`config.mk`:
```
export PLATFORM = sky130hd
export DESIGN_NAME = cies_exec
export DESIGN_NICKNAME = d
export VERILOG_FILES = /design/src/cies_pkg.sv /design/src/cies_exec.sv /design/src/cies_decode.sv
export SDC_FILE = /design/constraint.sdc
export NUM_CORES = 1
export LEC_CHECK = 0
export ABC_AREA = 0
export CELL_PAD_IN_SITES_DETAIL_PLACEMENT = 2
export CELL_PAD_IN_SITES_GLOBAL_PLACEMENT = 2
export CORE_MARGIN = 2
export CORE_UTILIZATION = 31
export DETAILED_ROUTE_END_ITERATION = 7
export DONT_BUFFER_PORTS = 1
export MAX_ROUTING_LAYER = met4
export PLACE_DENSITY_LB_ADDON = 0.1
export SYNTH_ARGS = -nofsm -noshare
export SYNTH_HDL_FRONTEND = slang
export SYNTH_HIERARCHICAL = 1
export SYNTH_SLANG_ARGS = --single-unit
```
`constraint.sdc`:
```
create_clock -name clk_sys -period 3 [get_ports clk_sys]
set_clock_uncertainty 0.2 [all_clocks]
set_input_delay 0.75 -clock clk_sys [delete_from_list [all_inputs] [get_ports clk_sys]]
set_output_delay 0.75 -clock clk_sys [all_outputs]
set_load 0.005 [all_outputs]
```
`src/cies_pkg.sv`:
```
// package for the six-instruction execute subset of the 8-bit core
// assumes a 14-bit instruction word and a 15-bit program counter
// How it works
// - clear_accumulator writes 00h to the accumulator and always sets the null flag.
// - decrement_skip_on_null writes f-1 to the accumulator (d=0) or to f (d=1), flags untouched.
// - a zero decrement result squashes the next instruction into a no-op, giving 2 cycles.
// - increment_skip_on_null writes f+1 by d, flags untouched, and skips on a zero result.
// - absolute_jump loads its 11-bit operand (0 to 2047) into pc bits 10:0.
// - absolute_jump fills pc bits 14:11 from page_latch bits 6:3.
// - absolute_jump takes two cycles and leaves all flags alone.
// - or_literal_into_accumulator ORs an 8-bit literal into the accumulator and updates the null flag.
// - increment_file_register writes f+1 by d and updates the null flag.
package cies_pkg;
  // ----------------------------------------
  // instruction word layout
  // ----------------------------------------
  localparam int IW_W = 14;
  localparam int PC_W = 15;
  localparam int FA_W = 7;
  localparam int DEST_BIT = 7;
  localparam int JMP_W = 11;
  localparam int PAGE_HI = 6;
  localparam int PAGE_LO = 3;
  // ----------------------------------------
  // opcodes and masks
  // ----------------------------------------
  localparam logic [13:0] OP_CLRACC = 14'h0100;
  localparam logic [13:0] MK_CLRACC = 14'h3F80;
  localparam logic [13:0] OP_DECSKIP = 14'h0B00;
  localparam logic [13:0] OP_INCSKIP = 14'h0F00;
  localparam logic [13:0] OP_INCREMENT_FILE_REGISTER = 14'h0A00;
  localparam logic [13:0] MK_FD = 14'h3F00;
  localparam logic [13:0] OP_JUMP = 14'h2800;
  localparam logic [13:0] MK_JUMP = 14'h3800;
  localparam logic [13:0] OP_ORLIT = 14'h3800;
  localparam logic [13:0] MK_ORLIT = 14'h3F00;
  localparam logic [13:0] NOP_WORD = 14'h0000;
  localparam logic [7:0] BYTE_ZERO = 8'h00;
  localparam logic [7:0] BYTE_ONE = 8'h01;
  localparam logic [14:0] PC_RESET = 15'h0000;
  typedef enum logic [2:0] {
    CIES_OP_NONE, CIES_OP_CLR, CIES_OP_DEC, CIES_OP_INC_SKIP,
    CIES_OP_JUMP, CIES_OP_OR, CIES_OP_INC
  } cies_op_t;
endpackage

```
`src/cies_exec.sv`:
```
// execute stage for clear, skip, jump, or-literal and increment instructions
// assumes the file register is read combinationally at file_addr and
// written at the end of the cycle when file_we is high
`timescale 1ns/10ps
module cies_exec (
  // clock and reset
  input wire logic clk_sys,
  input wire logic arst_n,
  // instruction from fetch
  input wire logic instr_valid,
  input wire logic [13:0] instr,
  input wire logic [6:0] page_latch,
  // file register port
  output logic [6:0] file_addr,
  input wire logic [7:0] file_rdata,
  output logic file_we,
  output logic [7:0] file_wdata,
  // architectural state
  output logic [7:0] accum,
  output logic result_null_flag,
  output logic [14:0] pc,
  // pipeline control
  output logic flush_next,
  output logic exec_busy
);
  // ----------------------------------------
  // state
  // ----------------------------------------
  typedef enum logic [1:0] {CIES_RUN, CIES_SQUASH} cies_state_t;
  cies_state_t state_q, state_d;
  logic [7:0] accum_q, accum_d;
  logic zf_q, zf_d;
  logic [14:0] pc_q, pc_d;
  cies_pkg::cies_op_t op;
  logic [7:0] dec_res, inc_res, or_res, alu_res;
  logic dest_file, run, res_zero, is_skip;

  cies_decode u_dec (
    .instr(instr),
    .op(op)
  );

  // ----------------------------------------
  // datapath
  // ----------------------------------------
  // a squashed slot runs as a no-op whatever fetch presents
  assign run = instr_valid && (state_q == CIES_RUN);
  assign file_addr = instr[cies_pkg::FA_W-1:0];
  assign dest_file = instr[cies_pkg::DEST_BIT];
  assign dec_res = file_rdata - cies_pkg::BYTE_ONE;
  assign inc_res = file_rdata + cies_pkg::BYTE_ONE;
  assign or_res = accum_q | instr[7:0];
  assign alu_res = (op == cies_pkg::CIES_OP_DEC) ? dec_res :
                   (op == cies_pkg::CIES_OP_OR) ? or_res : inc_res;
  assign res_zero = (alu_res == cies_pkg::BYTE_ZERO);
  assign is_skip = (op == cies_pkg::CIES_OP_DEC) || (op == cies_pkg::CIES_OP_INC_SKIP);
  // file write for the three read-modify-write ops with d=1
  assign file_we = run && dest_file && (is_skip || op == cies_pkg::CIES_OP_INC);
  assign file_wdata = alu_res;

  // next state of accumulator, flag and pc
  always_comb begin
    accum_d = accum_q;
    zf_d = zf_q;
    pc_d = pc_q;
    state_d = CIES_RUN;
    if (run) begin
      pc_d = pc_q + 15'h0001;
      case (op)
        cies_pkg::CIES_OP_CLR: begin
          accum_d = cies_pkg::BYTE_ZERO;
          zf_d = 1'b1;
        end
        cies_pkg::CIES_OP_DEC, cies_pkg::CIES_OP_INC_SKIP: begin
          if (!dest_file) begin
            accum_d = alu_res;
          end
          if (res_zero) begin
            state_d = CIES_SQUASH;
          end
        end
        cies_pkg::CIES_OP_INC: begin
          if (!dest_file) begin
            accum_d = alu_res;
          end
          zf_d = res_zero;
        end
        cies_pkg::CIES_OP_OR: begin
          accum_d = alu_res;
          zf_d = res_zero;
        end
        cies_pkg::CIES_OP_JUMP: begin
          // upper pc from page latch, flags untouched
          pc_d = {page_latch[cies_pkg::PAGE_HI:cies_pkg::PAGE_LO],
                  instr[cies_pkg::JMP_W-1:0]};
          state_d = CIES_SQUASH;
        end
        default: begin
        end
      endcase
    end else if (instr_valid) begin
      pc_d = pc_q + 15'h0001; // squashed slot still advances for skips
    end
  end

  // squashed slot after a jump must not advance the new pc
  logic jumped_q;
  always_ff @(posedge clk_sys or negedge arst_n) begin
    if (!arst_n) begin
      jumped_q <= 1'b0;
    end else if (instr_valid) begin
      jumped_q <= run && (op == cies_pkg::CIES_OP_JUMP);
    end
  end

  // ----------------------------------------
  // registers
  // ----------------------------------------
  always_ff @(posedge clk_sys or negedge arst_n) begin
    if (!arst_n) begin
      state_q <= CIES_RUN;
      accum_q <= cies_pkg::BYTE_ZERO;
      zf_q <= 1'b0;
      pc_q <= cies_pkg::PC_RESET;
    end else begin
      state_q <= instr_valid ? state_d : state_q;
      accum_q <= accum_d;
      zf_q <= zf_d;
      pc_q <= (instr_valid && !run && jumped_q) ? pc_q : pc_d;
    end
  end

  assign accum = accum_q;
  assign result_null_flag = zf_q;
  assign pc = pc_q;
  // tells fetch that the word now in flight is thrown away
  assign flush_next = (state_q == CIES_SQUASH);
  assign exec_busy = (state_q == CIES_SQUASH);
endmodule

```
`src/cies_decode.sv`:
```
// instruction decoder for the execute subset
// assumes a registered instruction word from the fetch stage
`timescale 1ns/10ps
module cies_decode (
  // instruction
  input wire logic [13:0] instr,
  // decoded class
  output cies_pkg::cies_op_t op
);
  // ----------------------------------------
  // opcode match
  // ----------------------------------------
  function automatic logic hit(input logic [13:0] w, input logic [13:0] m,
                               input logic [13:0] v);
    hit = ((w & m) == v);
  endfunction

  // priority chain; opcode classes never overlap
  assign op = hit(instr, cies_pkg::MK_CLRACC, cies_pkg::OP_CLRACC) ? cies_pkg::CIES_OP_CLR :
              hit(instr, cies_pkg::MK_FD, cies_pkg::OP_DECSKIP) ? cies_pkg::CIES_OP_DEC :
              hit(instr, cies_pkg::MK_FD, cies_pkg::OP_INCSKIP) ? cies_pkg::CIES_OP_INC_SKIP :
              hit(instr, cies_pkg::MK_FD, cies_pkg::OP_INCREMENT_FILE_REGISTER) ? cies_pkg::CIES_OP_INC :
              hit(instr, cies_pkg::MK_JUMP, cies_pkg::OP_JUMP) ? cies_pkg::CIES_OP_JUMP :
              hit(instr, cies_pkg::MK_ORLIT, cies_pkg::OP_ORLIT) ? cies_pkg::CIES_OP_OR :
              cies_pkg::CIES_OP_NONE;
endmodule

```
Word level (Yosys, flattened, before mapping):

Index checks and enable logic that the tools add are counted.
W data, S select, Z words.

* flip-flop bits (word level): 27
* bits in latches: 0
* bits in writable memories: 0
* memory bits (read-only): 0
* input port bits: 32
* word-level logic and storage cells: 61
* memories kept: 0

* add/sub/neg operators: 3
* $mul: 0
* div/mod/pow operators: 0
* order comparisons: 0
* equality and inequality tests: 14
* shifts and indexed selects: 0
* mux-type cells: 17
* bitwise gates (word level): 2
* reduce and logical (&&, ||, !) cells: 20

Operators by type and width (number)
* $mux W15: 3
* $mux W8: 3
* $pmux W8 S3: 1
* $eq A6 B4 Y1 const B: 3
* $mux W3: 6
* $add A15 B1 Y15 const B: 1
* $eq A3 B3 Y1 const B: 4
* $add A8 B1 Y8 const B: 1
* $logic_not A8 Y1: 1
* $or A8 B8 Y8: 1
* $sub A8 B1 Y8 const B: 1
* $eq A7 B2 Y1 const B: 1
* $eq A3 B2 Y1 const B: 2
* $eq A6 B6 Y1 const B: 1
* $logic_and A1 B1 Y1: 6
* $pmux W1 S2: 2
* $reduce_and A2 Y1: 2
* $reduce_bool A2 Y1: 2
* $reduce_or A2 Y1: 2
* $eq A3 B1 Y1 const B: 1
* $reduce_and A3 Y1: 1
* $reduce_bool A3 Y1: 1
* $reduce_or A3 Y1: 1
* $eq A2 B1 Y1 const B: 1
* other kinds (7): 8

Depth between registers and ports, before layout:

Gate-level depths: netlist (run 1).

* depth after elaboration: 14
* depth in mapped cells: 11
* depth with buffers taken out: 9

Modules after synthesis:

Netlist (run 1), hierarchy kept.

By module, submodules not included
* cies_exec: instances 1, cells each 239, area an instance 1919.3 um^2, seq. area each 650.6 um^2
* cies_decode: instances 1, cells each 14, area an instance 92.6 um^2, seq. area each 0.0 um^2

Least setup slack after synthesis (run 1):

OpenSTA, ideal clock, no wires.

* path kind: input to output
* start point: input instr[9]
* end point: output file_wdata[5]
* data arrival time: 2351 ps
* required time: 2050 ps
* setup slack: -301 ps
* stages: 9
* path buffers: 2
* cells stage by stage: nand2b_4 > or4_1 > o21ai_0 > buf_6 > or3b_1 > buf_6 > a21oi_1 > a21o_1 > a211oi_1

* cells in the longest elaborated chain, start to end: 10

RTL lines
* start: declaration: line cies_exec.sv:11 `input wire logic [13:0] instr,`
* $eq A6 B6 Y1: line cies_decode.sv:15 `hit = ((w & m) == v);`
* $mux W3: line cies_decode.sv:24 `hit(instr, cies_pkg::MK_ORLIT, cies_pkg::OP_ORLIT) ? cies_pkg::CIES_OP_OR :`
* $mux W3: line cies_decode.sv:23 `hit(instr, cies_pkg::MK_JUMP, cies_pkg::OP_JUMP) ? cies_pkg::CIES_OP_JUMP :`
* $mux W3: line cies_decode.sv:22 `hit(instr, cies_pkg::MK_FD, cies_pkg::OP_INCREMENT_FILE_REGISTER) ? cies_pkg::CIES_OP_INC :`
* $mux W3: line cies_decode.sv:21 `hit(instr, cies_pkg::MK_FD, cies_pkg::OP_INCSKIP) ? cies_pkg::CIES_OP_INC_SKIP :`
* $mux W3: line cies_decode.sv:20 `hit(instr, cies_pkg::MK_FD, cies_pkg::OP_DECSKIP) ? cies_pkg::CIES_OP_DEC :`
* $mux W3 *: line cies_decode.sv:19 `assign op = hit(instr, cies_pkg::MK_CLRACC, cies_pkg::OP_CLRACC) ? cies_pkg::CIES_OP_CLR :`
* named net op[0]: line cies_exec.sv:34 `cies_pkg::cies_op_t op;`
* $eq A3 B3 Y1: line cies_exec.sv:54 `(op == cies_pkg::CIES_OP_OR) ? or_res : inc_res;`
* $mux W8: line cies_exec.sv:54
* $mux W8 *: line cies_exec.sv:53 `assign alu_res = (op == cies_pkg::CIES_OP_DEC) ? dec_res :`
* end: declaration: line cies_exec.sv:17 `output logic [7:0] file_wdata,`

Mark *: on every way through the listed nets, which the timed path passes. The rest lies on a longest branch.

Worst setup path after layout (run 1):

* start point: input instr[9]
* end point: output file_wdata[6]

Same word-level chain as after synthesis.

==> results of run 1 <==
[what timing repair did]
action                                 4_1_cts  5_1_grt
hold buffers                                 1        0
gates resized for setup                     11        8
setup endpoints to repair                   10       10
pin swaps                                    2        2
setup buffers                                1        0
endpoints found under the hold margin       26        0
[report_power, final]
| part | switching, uW | internal [uW] | leakage (uW) |
|---|---|---|---|
| sequential | 131 | 441 | 0.000322 |
| clock | 115 | 90.2 | 0.0000216 |
| combinational | 166 | 141 | 0.000666 |
[logic make-up (layout without fill, tap and decap cells)]
kind of cell | Yosys count | after routing
DFF | 26 | 26
muxes | 1 | 1
AOI/OAI and AO/OA | 90 | 90
and+or+nand+nor | 99 | 99
adders and majority gates | 3 | 3
xor gates and xnor gates | 5 | 5
buffers and inverters | 29 | 44
[cell usage after synthesis (all sizes together), types with 3 or more instances]
cell and instances:
a21o 3, a21oi 29, a22o 9, a31oi 3, and3 4, buf 13
clkbuf 7, dfrtp 26, ha 3, inv 9, nand2 22, nand2b 4
nand3 15, nand4 3, nor2 17, nor2b 6, nor3 9, o211ai 3
o21ai 19, o22ai 4, o31ai 3, or2 3, or3 3, xor2 5
[worst max-delay path, cell delays in order]
cell and delay [ns]:
nand2b_4 0.12, or4_4 0.49, o21ai_4 0.09, nand3b_1 0.22, o21a_1 0.19, a2111o_1 0.40
o21ai_4 0.10
[sequential cells by signal (all words and copies together), names as in the netlist]
signal and flops:
pc 15, accum 8, jumped_q 1, result_null_flag 1
state_q 1
[metrics by stage]
step	hold slack (ns)	util (%)	worst slack, ns
after floorplan	0.254	-	-0.213
after global placement	0.255	35.6	-0.368
after detailed placement	0.255	35.6	-0.468
after CTS	0.0816	37.6	-0.311
after global routing	0.0717	38.0	-0.358
final	0.0834	38.0	-0.309
[worst paths after layout]
path | depth (start not counted) | to | slack [ns]
max | 7 | file_wdata[6] | -0.31
min reg2reg | 1 | jumped_q | 0.33
max reg2reg | 6 | state_q[0] | 0.82
min | 1 | result_null_flag | 0.08
max in group asynchronous | 1 | pc[6] | 2.35
min in group clk_sys | 1 | jumped_q | 0.33
[metal layers]
| metal | share of wire [%] | routed length (um) | GRT usage [%] | vias to the layer above |
|---|---|---|---|---|
| met2 | 51 | 3710 | 36.8 | 58 |
| li1 | - | - | - | 963 |
| met5 | 0 | 0 | - | - |
| met1 | 43 | 3140 | 26.3 | 1027 |
| met3 | 5.9 | 430 | 5.51 | 2 |
| met4 | 0.21 | 15 | 2.02 | 0 |
[layout make-up]
class | count | area [um2] | share of cell area (%)
multi-input combinational | 198 | 1320 | 54.9
sequential | 26 | 651 | 27.1
timing repair buffer | 32 | 260 | 10.8
tap | 77 | 96.3 | 4.01
clock buffer | 3 | 41.3 | 1.72
inverter | 9 | 33.8 | 1.41
==> reports/metrics.cfg, run 1 <==
[timing]
worstMarginPinSlew_ns = 0.694
maxSlewHeadroom_pct = 53.8
final.setup.worst_slack_ns = -0.309
fmax_mhz = 302
setup-tns-final_ns = -1.60
timing_hold_violations_final = 0
min_period_ns = 3.31
slew_viol_final = 0
setup_viol = 10
rsz0062_at_grt = true
finalCritPeriodShare_pct = 110

[synth]
synth_xor_area_share_pct = 2.18
syn_avg_cell_area_um2 = 7.95
ys_top_cells_by_area = dfrtp_1, a21oi_1, o21ai_0, nand2_1, a22o_1
ys_seq_area_share_pct = 32.3
synth_seq_cells = 26
synth_cell_type_count = 52
synthFlopType = dfrtp_1
synth_top_area_cell = dfrtp_1
synth_top_cell_area_share_pct = 32.3
syn_inst = 253
syn_nets = 288
synth_compound_area_share_pct = 29.1
synth_fa_ha_area_share_pct = 1.87
synth_simple_gate_area_share_pct = 26.2
synthMuxAreaShare_pct = 0.498
synth_edf_count = 0
synth_top_family_by_area = compound AO/OA/AOI/OAI gates
synth_area_mm2 = 0.00201
async_flop_share_pct = 100
ys.warnings.count = 6

[power_and_ir_drop]
cellLeakagePower_uw = 0.00101
power.density_mw_per_mm2 = 451
ir_drop_uv = 283
power_uw = 1080

[placement]
hpwl_mm = 5.53
placed_area_mm2 = 0.00224
dp.cells = 340
portBuffers = 0
place_congestion = 0.757

[route]
vias_per_cell = 5.94
wire_per_inst_um = 21.1
ant_nets = 0
drc = 0
drt_iter0_markers = 64
routed_wl_mm = 7.29
num_vias = 2050
drtPass1Iterations = 4

[cells_and_area]
final_cell_mix = buf_4, dfrtp_1, a21oi_1
final_cell_area_mm2 = 0.00240
area_delta_synth_final_pct = 19.4
fillerInstances = 740
final_common_cell = buf_4
diodes = 0
instances_no_fill = 345
nets = 305
drive_gt1_share_pct = 22.8

[global_route]
grt_pass1_vias = 2277
antenna_found_initial = 0
grt_max_degree = 27
grt_pass1_wl_mm = 12.0
gr-total-overflow = 0
grt_usage_pct = 21.4

[status]
violations = setup timing
status = finished, violations left

[worst_setup_path]
r2r-start = accum[6]
startpoint_type = input port
worstSetupPathType = in2out
critPathLaunch = instr[9]
critPathRequiredTime_ns = 2.05
crit_fanout = 6
end_kind = primary output
worstPathArrival_ns = 2.36

[die]
rows = 29
start_util_pct = 31.9
die_w_um = 84.6
fp.dieH_um = 84.6
core_region_area_mm2 = 0.00631
die_area_mm2 = 0.00715
io_pins = 74

[clock_tree]
clk_latency_ns = 0.27
cts_tree = built
cts_buffers = 3
clock-root-buffer = clkbuf_8
clock-sinks = 26
h-tree-depth = 1
clockBufferDepth = 2
clk_pin_slew_worst_paths_ns = 0.09

[job]
maxCapViolations = 0

[min_path]
hold_path_class = in2async

(Power assumes the default switching activity.)
==> run 2, diff against run 1 <==
- REMOVE_ABC_BUFFERS: not set -> 1
==> run 2 against run 1 <==
The run still ends with setup timing left. Die area stayed put. Sequential power barely moved. Count of clock-buffer cells in the layout grew 1. Non-clock buffer count up 5. Global-route usage fell by 0.88 points. Combinational power rose by 2%.
==> reports/metrics.cfg, run 2 (synthesis gave the netlist of run 1 again) <==
[status]
status = finished, violations left
violations = setup timing

[timing]
fmax_mhz = 308  ; +1.9%
final.setup.worst_slack_ns = -0.248  ; +0.0609 ns
slew_viol_final = 0  ; unchanged
finalCritPeriodShare_pct = 108  ; -2.0 points
setup_viol = 11  ; +1
min_period_ns = 3.25  ; -0.0609 ns
worstMarginPinSlew_ns = 0.657  ; -0.0369 ns
timing_hold_violations_final = 0  ; unchanged
maxSlewHeadroom_pct = 56.2  ; +2.5 points
setup-tns-final_ns = -1.72  ; -0.125 ns
rsz0062_at_grt = true

[worst_setup_path]
regToRegSetupSlack_ns = 0.79  ; -0.03 ns
critPathLaunch = instr[9]
cp_slowest_cell = or4_4
worstSetupPathType = in2out
end_kind = primary output
critPathRequiredTime_ns = 2.05  ; about the same
cp_cell_sequence = nand2b_4 -> or4_4 -> o21ai_4 -> and3b_2 -> nor2_4 -> a211o_1 -> a21oi_4
path_buf_inv = 0  ; unchanged
r2r-start = accum[6]
crit_fanout = 6  ; unchanged
max_stage_delay_ns = 0.49  ; about the same
path_depth = 7  ; unchanged
startpoint_type = input port
cp_top_family = simple AND/OR/NAND/NOR gates
worstPathArrival_ns = 2.30  ; -0.06 ns
rr_worst_depth = 5  ; -1

[clock_tree]
clockBufferDepth = 2  ; unchanged
clk_latency_ns = 0.28  ; about the same
clock-sinks = 26  ; unchanged
h-tree-depth = 1  ; unchanged
clock-root-buffer = clkbuf_8
cts_tree = built
cts_buffers = 3  ; unchanged
clk_pin_slew_worst_paths_ns = 0.10  ; about the same

[global_route]
met1_usage_pct = 25.6  ; -0.73 points
antenna_found_initial = 0  ; unchanged
grt_pass1_vias = 2209  ; -3.0%
grt_usage_pct = 20.5  ; -0.88 points
grt_max_degree = 27  ; unchanged
grt_pass1_wl_mm = 11.5  ; -4.5%
gr-total-overflow = 0  ; unchanged
grt_use_met3_pct = 5.90  ; +0.39 points
top_usage_layer = met2
gr-usage-met2_pct = 34.1  ; -2.7 points

[power_and_ir_drop]
cellLeakagePower_uw = 0.00105  ; +4.4%
ir_drop_uv = 266  ; -6.1%
power_uw = 1120  ; +3.2%
power.density_mw_per_mm2 = 447  ; -1.0%

[placement]
dp.cells = 338  ; -0.59%
place_congestion = 0.761  ; +0.48%
hpwl_mm = 5.21  ; -5.7%
portBuffers = 0  ; unchanged
placed_area_mm2 = 0.00221  ; -1.4%

[route]
ant_nets = 0  ; unchanged
drc = 0  ; unchanged
vias_per_cell = 5.82  ; -2.0%
wire_per_inst_um = 19.9  ; -5.9%
drtPass1Iterations = 4  ; unchanged
routed_wl_mm = 6.98  ; -4.3%
num_vias = 2043  ; -0.34%
drt_iter0_markers = 81  ; +27%

[cells_and_area]
area_delta_synth_final_pct = 24.6
nets = 310  ; +1.6%
final_common_cell = buf_4
postLayoutCoreUtil_pct = 39.7  ; +1.6 points
instances_no_fill = 351  ; +1.7%
drive_gt1_share_pct = 24.8  ; +2.1 points
final_cell_mix = buf_4, dfrtp_1, a21oi_1
final_cell_area_mm2 = 0.00251  ; +4.3%
diodes = 0  ; unchanged
largest_register_ffs = 15  ; unchanged

[die]
fp.dieH_um = 84.6  ; unchanged
die_w_um = 84.6  ; unchanged
rows = 29  ; unchanged
io_pins = 74  ; unchanged
core_region_area_mm2 = 0.00631  ; unchanged
die_area_mm2 = 0.00715  ; unchanged
start_util_pct = 31.9  ; unchanged

[min_path]
hold_path_class = in2async

[job]
maxCapViolations = 0  ; unchanged

## run 2: power breakdown
| group | internal [uW] | switching, uW |
|---|---|---|
| Combinational | 148 | 166 |
| Clock | 118 | 119 |
| Sequential | 441 | 128 |
## run 2: layout make-up
cell class	instances	area, um2
sequential	26	651
fill	728	3810
clock buffer	4	55.1
tap	77	96.3
timing repair buffer	37	329
inverter	9	33.8
multi-input combinational	198	1340
## run 2: metal layers
layer	wire length, um	up-vias
met5	0	-
met4	29	0
met3	420	2
met2	3470	48
met1	3060	1018
li1	-	975
## run 2: worst register-to-register path, cell delays in order, from the launching register on
cell and delay [ns]:
dfrtp_1 0.43, or2_2 0.32, o21ai_0 0.20, o21ai_2 0.11, or4b_1 0.62, o31ai_1 0.24
## run 2: through the flow
step                setup slack (ns)  hold slack, ns
floorplan                     -0.720           0.254
global placement              -0.551           0.255
detailed placement            -0.566           0.255
CTS                           -0.260          0.0719
global route                  -0.295          0.0674
finish                        -0.248          0.0754
## run 2: worst paths after layout
kind / endpoint
max reg2reg: result_null_flag
min reg2reg: jumped_q
min: result_null_flag
max in group asynchronous: pc[1]
min in group clk_sys: jumped_q
max: file_wdata[4]
## run 2: what timing repair did
item	4_1_cts	5_1_grt
hold endpoints to repair	26	0
resized for setup	24	10
endpoints found under the setup margin	11	11
buffers inserted	7	1
pin swaps	8	8
hold buffers	1	0
==> run 3, diff against run 2 <==
- CORE_ASPECT_RATIO: not set -> 1.2
- CORE_UTILIZATION: 31 -> 32
- SYNTH_HIERARCHICAL: 1 -> not set
==> run 3 against run 2 <==
Critical endpoint is now file_wdata[7]. Synthesized cell count fell by 1.6%. The run now ends clean. Die area rose by 0.97%. Largest power group unchanged. Sequential cell count did not move.
==> reports/metrics.cfg, run 3 <==
[synth]
synth_fa_ha_area_share_pct = 1.79  ; -0.076 points
synth_simple_gate_area_share_pct = 26.5  ; +0.31 points
synth_cell_type_count = 59  ; +13%
synth_edf_count = 0  ; unchanged
synthFlopType = dfrtp_1
synth_seq_cells = 26  ; unchanged
ys_seq_area_share_pct = 31.0  ; -1.3 points
syn_inst = 249  ; -1.6%
async_flop_share_pct = 100  ; unchanged
synth_top_area_cell = dfrtp_1
ys_top_cells_by_area = dfrtp_1, mux2i_1, nand3_1, nand2_1, a22o_1
synthMuxAreaShare_pct = 6.21  ; +5.7 points
synth_most_common_cell = dfrtp_1
synth_top_family_by_area = simple AND/OR/NAND/NOR gates
synth_xor_area_share_pct = 2.09  ; -0.088 points
synth_compound_area_share_pct = 24.3  ; -4.8 points
ys.warnings.count = 0  ; -6
syn_avg_cell_area_um2 = 8.42  ; +5.9%
synth_area_mm2 = 0.00210  ; +4.2%
synth_top_cell_area_share_pct = 31.0  ; -1.3 points
synthTopCellsByCount = dfrtp_1, nand2_1, nand3_1, nor2_1, inv_1

[min_path]
hold_path_class = in2async

[power_and_ir_drop]
power.density_mw_per_mm2 = 526  ; +18%
ir_drop_uv = 210  ; -21%
cellLeakagePower_uw = 0.000946  ; -10%
power_uw = 1190  ; +5.9%

[timing]
finalCritPeriodShare_pct = 99.3  ; -8.9 points
final.setup.worst_slack_ns = 0.0201  ; +0.268 ns
slew_viol_final = 0  ; unchanged
maxSlewHeadroom_pct = 62.9  ; +6.7 points
rsz0062_at_grt = true
setup-tns-final_ns = 0  ; +1.72 ns
timing_hold_violations_final = 0  ; unchanged
worstMarginPinSlew_ns = 0.556  ; -0.100 ns
fmax_mhz = 336  ; +9.0%
min_period_ns = 2.98  ; -0.268 ns
setup_viol = 0  ; -11

[route]
routed_wl_mm = 6.74  ; -3.5%
drt_iter0_markers = 96  ; +19%
num_vias = 1883  ; -7.8%
drtPass1Iterations = 4  ; unchanged
ant_nets = 0  ; unchanged
wire_per_inst_um = 20.5  ; +3.3%
vias_per_cell = 5.74  ; -1.4%
drc = 0  ; unchanged

[global_route]
grt_usage_pct = 19.8  ; -0.72 points
grt_pass1_vias = 2118  ; -4.1%
grt_max_degree = 27  ; unchanged
grt_pass1_wl_mm = 11.1  ; -3.2%
gr-total-overflow = 0  ; unchanged
antenna_found_initial = 0  ; unchanged

[cells_and_area]
final_cell_mix = dfrtp_1, nand2_1, nor2_1
area_delta_synth_final_pct = 7.46
nets = 279  ; -10%
largest_register_ffs = 15  ; unchanged
diodes = 0  ; unchanged
final_common_cell = dfrtp_1
drive_gt1_share_pct = 11.9  ; -13 points
final_cell_area_mm2 = 0.00225  ; -10%
fillerInstances = 757  ; +4.0%

[placement]
placed_area_mm2 = 0.00216  ; -2.4%
hpwl_mm = 5.23  ; +0.23%
place_congestion = 0.739  ; -2.9%
place_ws_ns = -0.0129  ; +0.553 ns
portBuffers = 0  ; unchanged

[worst_setup_path]
crit_fanout = 5  ; -1
end_kind = primary output
r2r-start = state_q[0]
critPathLaunch = file_rdata[5]
cp_cell_sequence = or4_4 -> or4_4 -> nand3_2 -> and2_4
critPathRequiredTime_ns = 2.05  ; about the same
cp_common_cell = or4_4
cp_top_family = simple AND/OR/NAND/NOR gates
startpoint_type = input port
worstPathArrival_ns = 2.03  ; -0.27 ns
worstSetupPathType = in2out
path_buf_inv = 0  ; unchanged
max_stage_delay_ns = 0.54  ; +0.05 ns
cp_slowest_cell = or4_4

[die]
rows = 32  ; +10%
die_w_um = 77.9  ; -7.9%
fp.dieH_um = 92.7  ; +9.6%
io_pins = 74  ; unchanged
start_util_pct = 32.7  ; +0.87 points
core_region_area_mm2 = 0.00641  ; +1.5%
die_area_mm2 = 0.00722  ; +0.97%

[clock_tree]
h-tree-depth = 1  ; unchanged
clk_latency_ns = 0.28  ; about the same
clk_pin_slew_worst_paths_ns = 0.10  ; about the same
clock-sinks = 26  ; unchanged
clock-root-buffer = clkbuf_8
cts_buffers = 3  ; unchanged
clockBufferDepth = 2  ; unchanged
cts_setup_buffers = 0  ; -7
cts_tree = built

[status]
status = finished, final reports clean

[job]
maxCapViolations = 0  ; unchanged

[run 3: changes by cell type after synthesis, sizes merged, moves of 4 or more]
cell / change
xor2: -4
nor3: -6
mux2i: +12
xnor2: +4
o21ai: -4
a21oi: -18
inv: +5
[run 3: timing repair]
item	CTS	global route
hold buffers	1	0
endpoints found under the setup margin	1	2
endpoints found under the hold margin	26	0
gates resized for setup	1	4
[run 3: metrics by stage]
step           cells  hold slack, ns  util [%]
2_1_floorplan    230           0.254         -
3_3_place_gp     323           0.255      33.7
3_5_place_dp     323           0.255      33.7
4_1_cts          328          0.0745      34.9
5_1_grt          328          0.0630      35.2
6_report         328          0.0658      35.2
[run 3: per-layer routing]
| layer | share of wire [%] | up-vias | track usage [%] | wire length, um |
|---|---|---|---|---|
| met4 | 0.82 | 0 | 4.39 | 55 |
| met2 | 51 | 38 | 35.4 | 3460 |
| li1 | - | 905 | - | - |
| met1 | 42 | 936 | 22.4 | 2840 |
| met3 | 5.7 | 4 | 4.68 | 385 |
| met5 | 0 | - | - | 0 |
[run 3: cells by family (layout without fill, tap and decap cells)]
| group | Yosys count | after routing |
|---|---|---|
| AO/OA/AOI/OAI | 71 | 71 |
| adder cells (fa/ha/maj) | 3 | 3 |
| multiplexers | 13 | 13 |
| XOR/XNOR | 5 | 5 |
| buffers and inverters | 33 | 27 |
| AND/OR/NAND/NOR | 98 | 98 |
| flip-flops | 26 | 26 |
[run 3: path summary, 6_finish.rpt]
path	end	slack (ns)	cells past startpoint
worst max register to register	pc[9]	0.84	7
worst min register to register	jumped_q	0.34	2
max in group asynchronous	pc[5]	2.37	1
min in group clk_sys	jumped_q	0.34	2
worst max-delay path	file_wdata[7]	0.02	4
worst min-delay path	pc[11]	0.07	1
[run 3: layout make-up]
| cell class | instances | area [um2] | share of cell area, % |
|---|---|---|---|
| clock buffer | 4 | 55.1 | 2.44 |
| inverter | 14 | 52.6 | 2.33 |
| multi-input combinational | 190 | 1300 | 57.5 |
| sequential | 26 | 651 | 28.9 |
| tap | 85 | 106 | 4.72 |
| timing repair buffer | 9 | 92.6 | 4.11 |
[run 3: power by group]
group	switching (uW)	leakage, uW	internal [uW]
logic	147	0.000601	154
registers	173	0.000316	464
clock network	130	0.0000288	118
total	450	0.000946	736
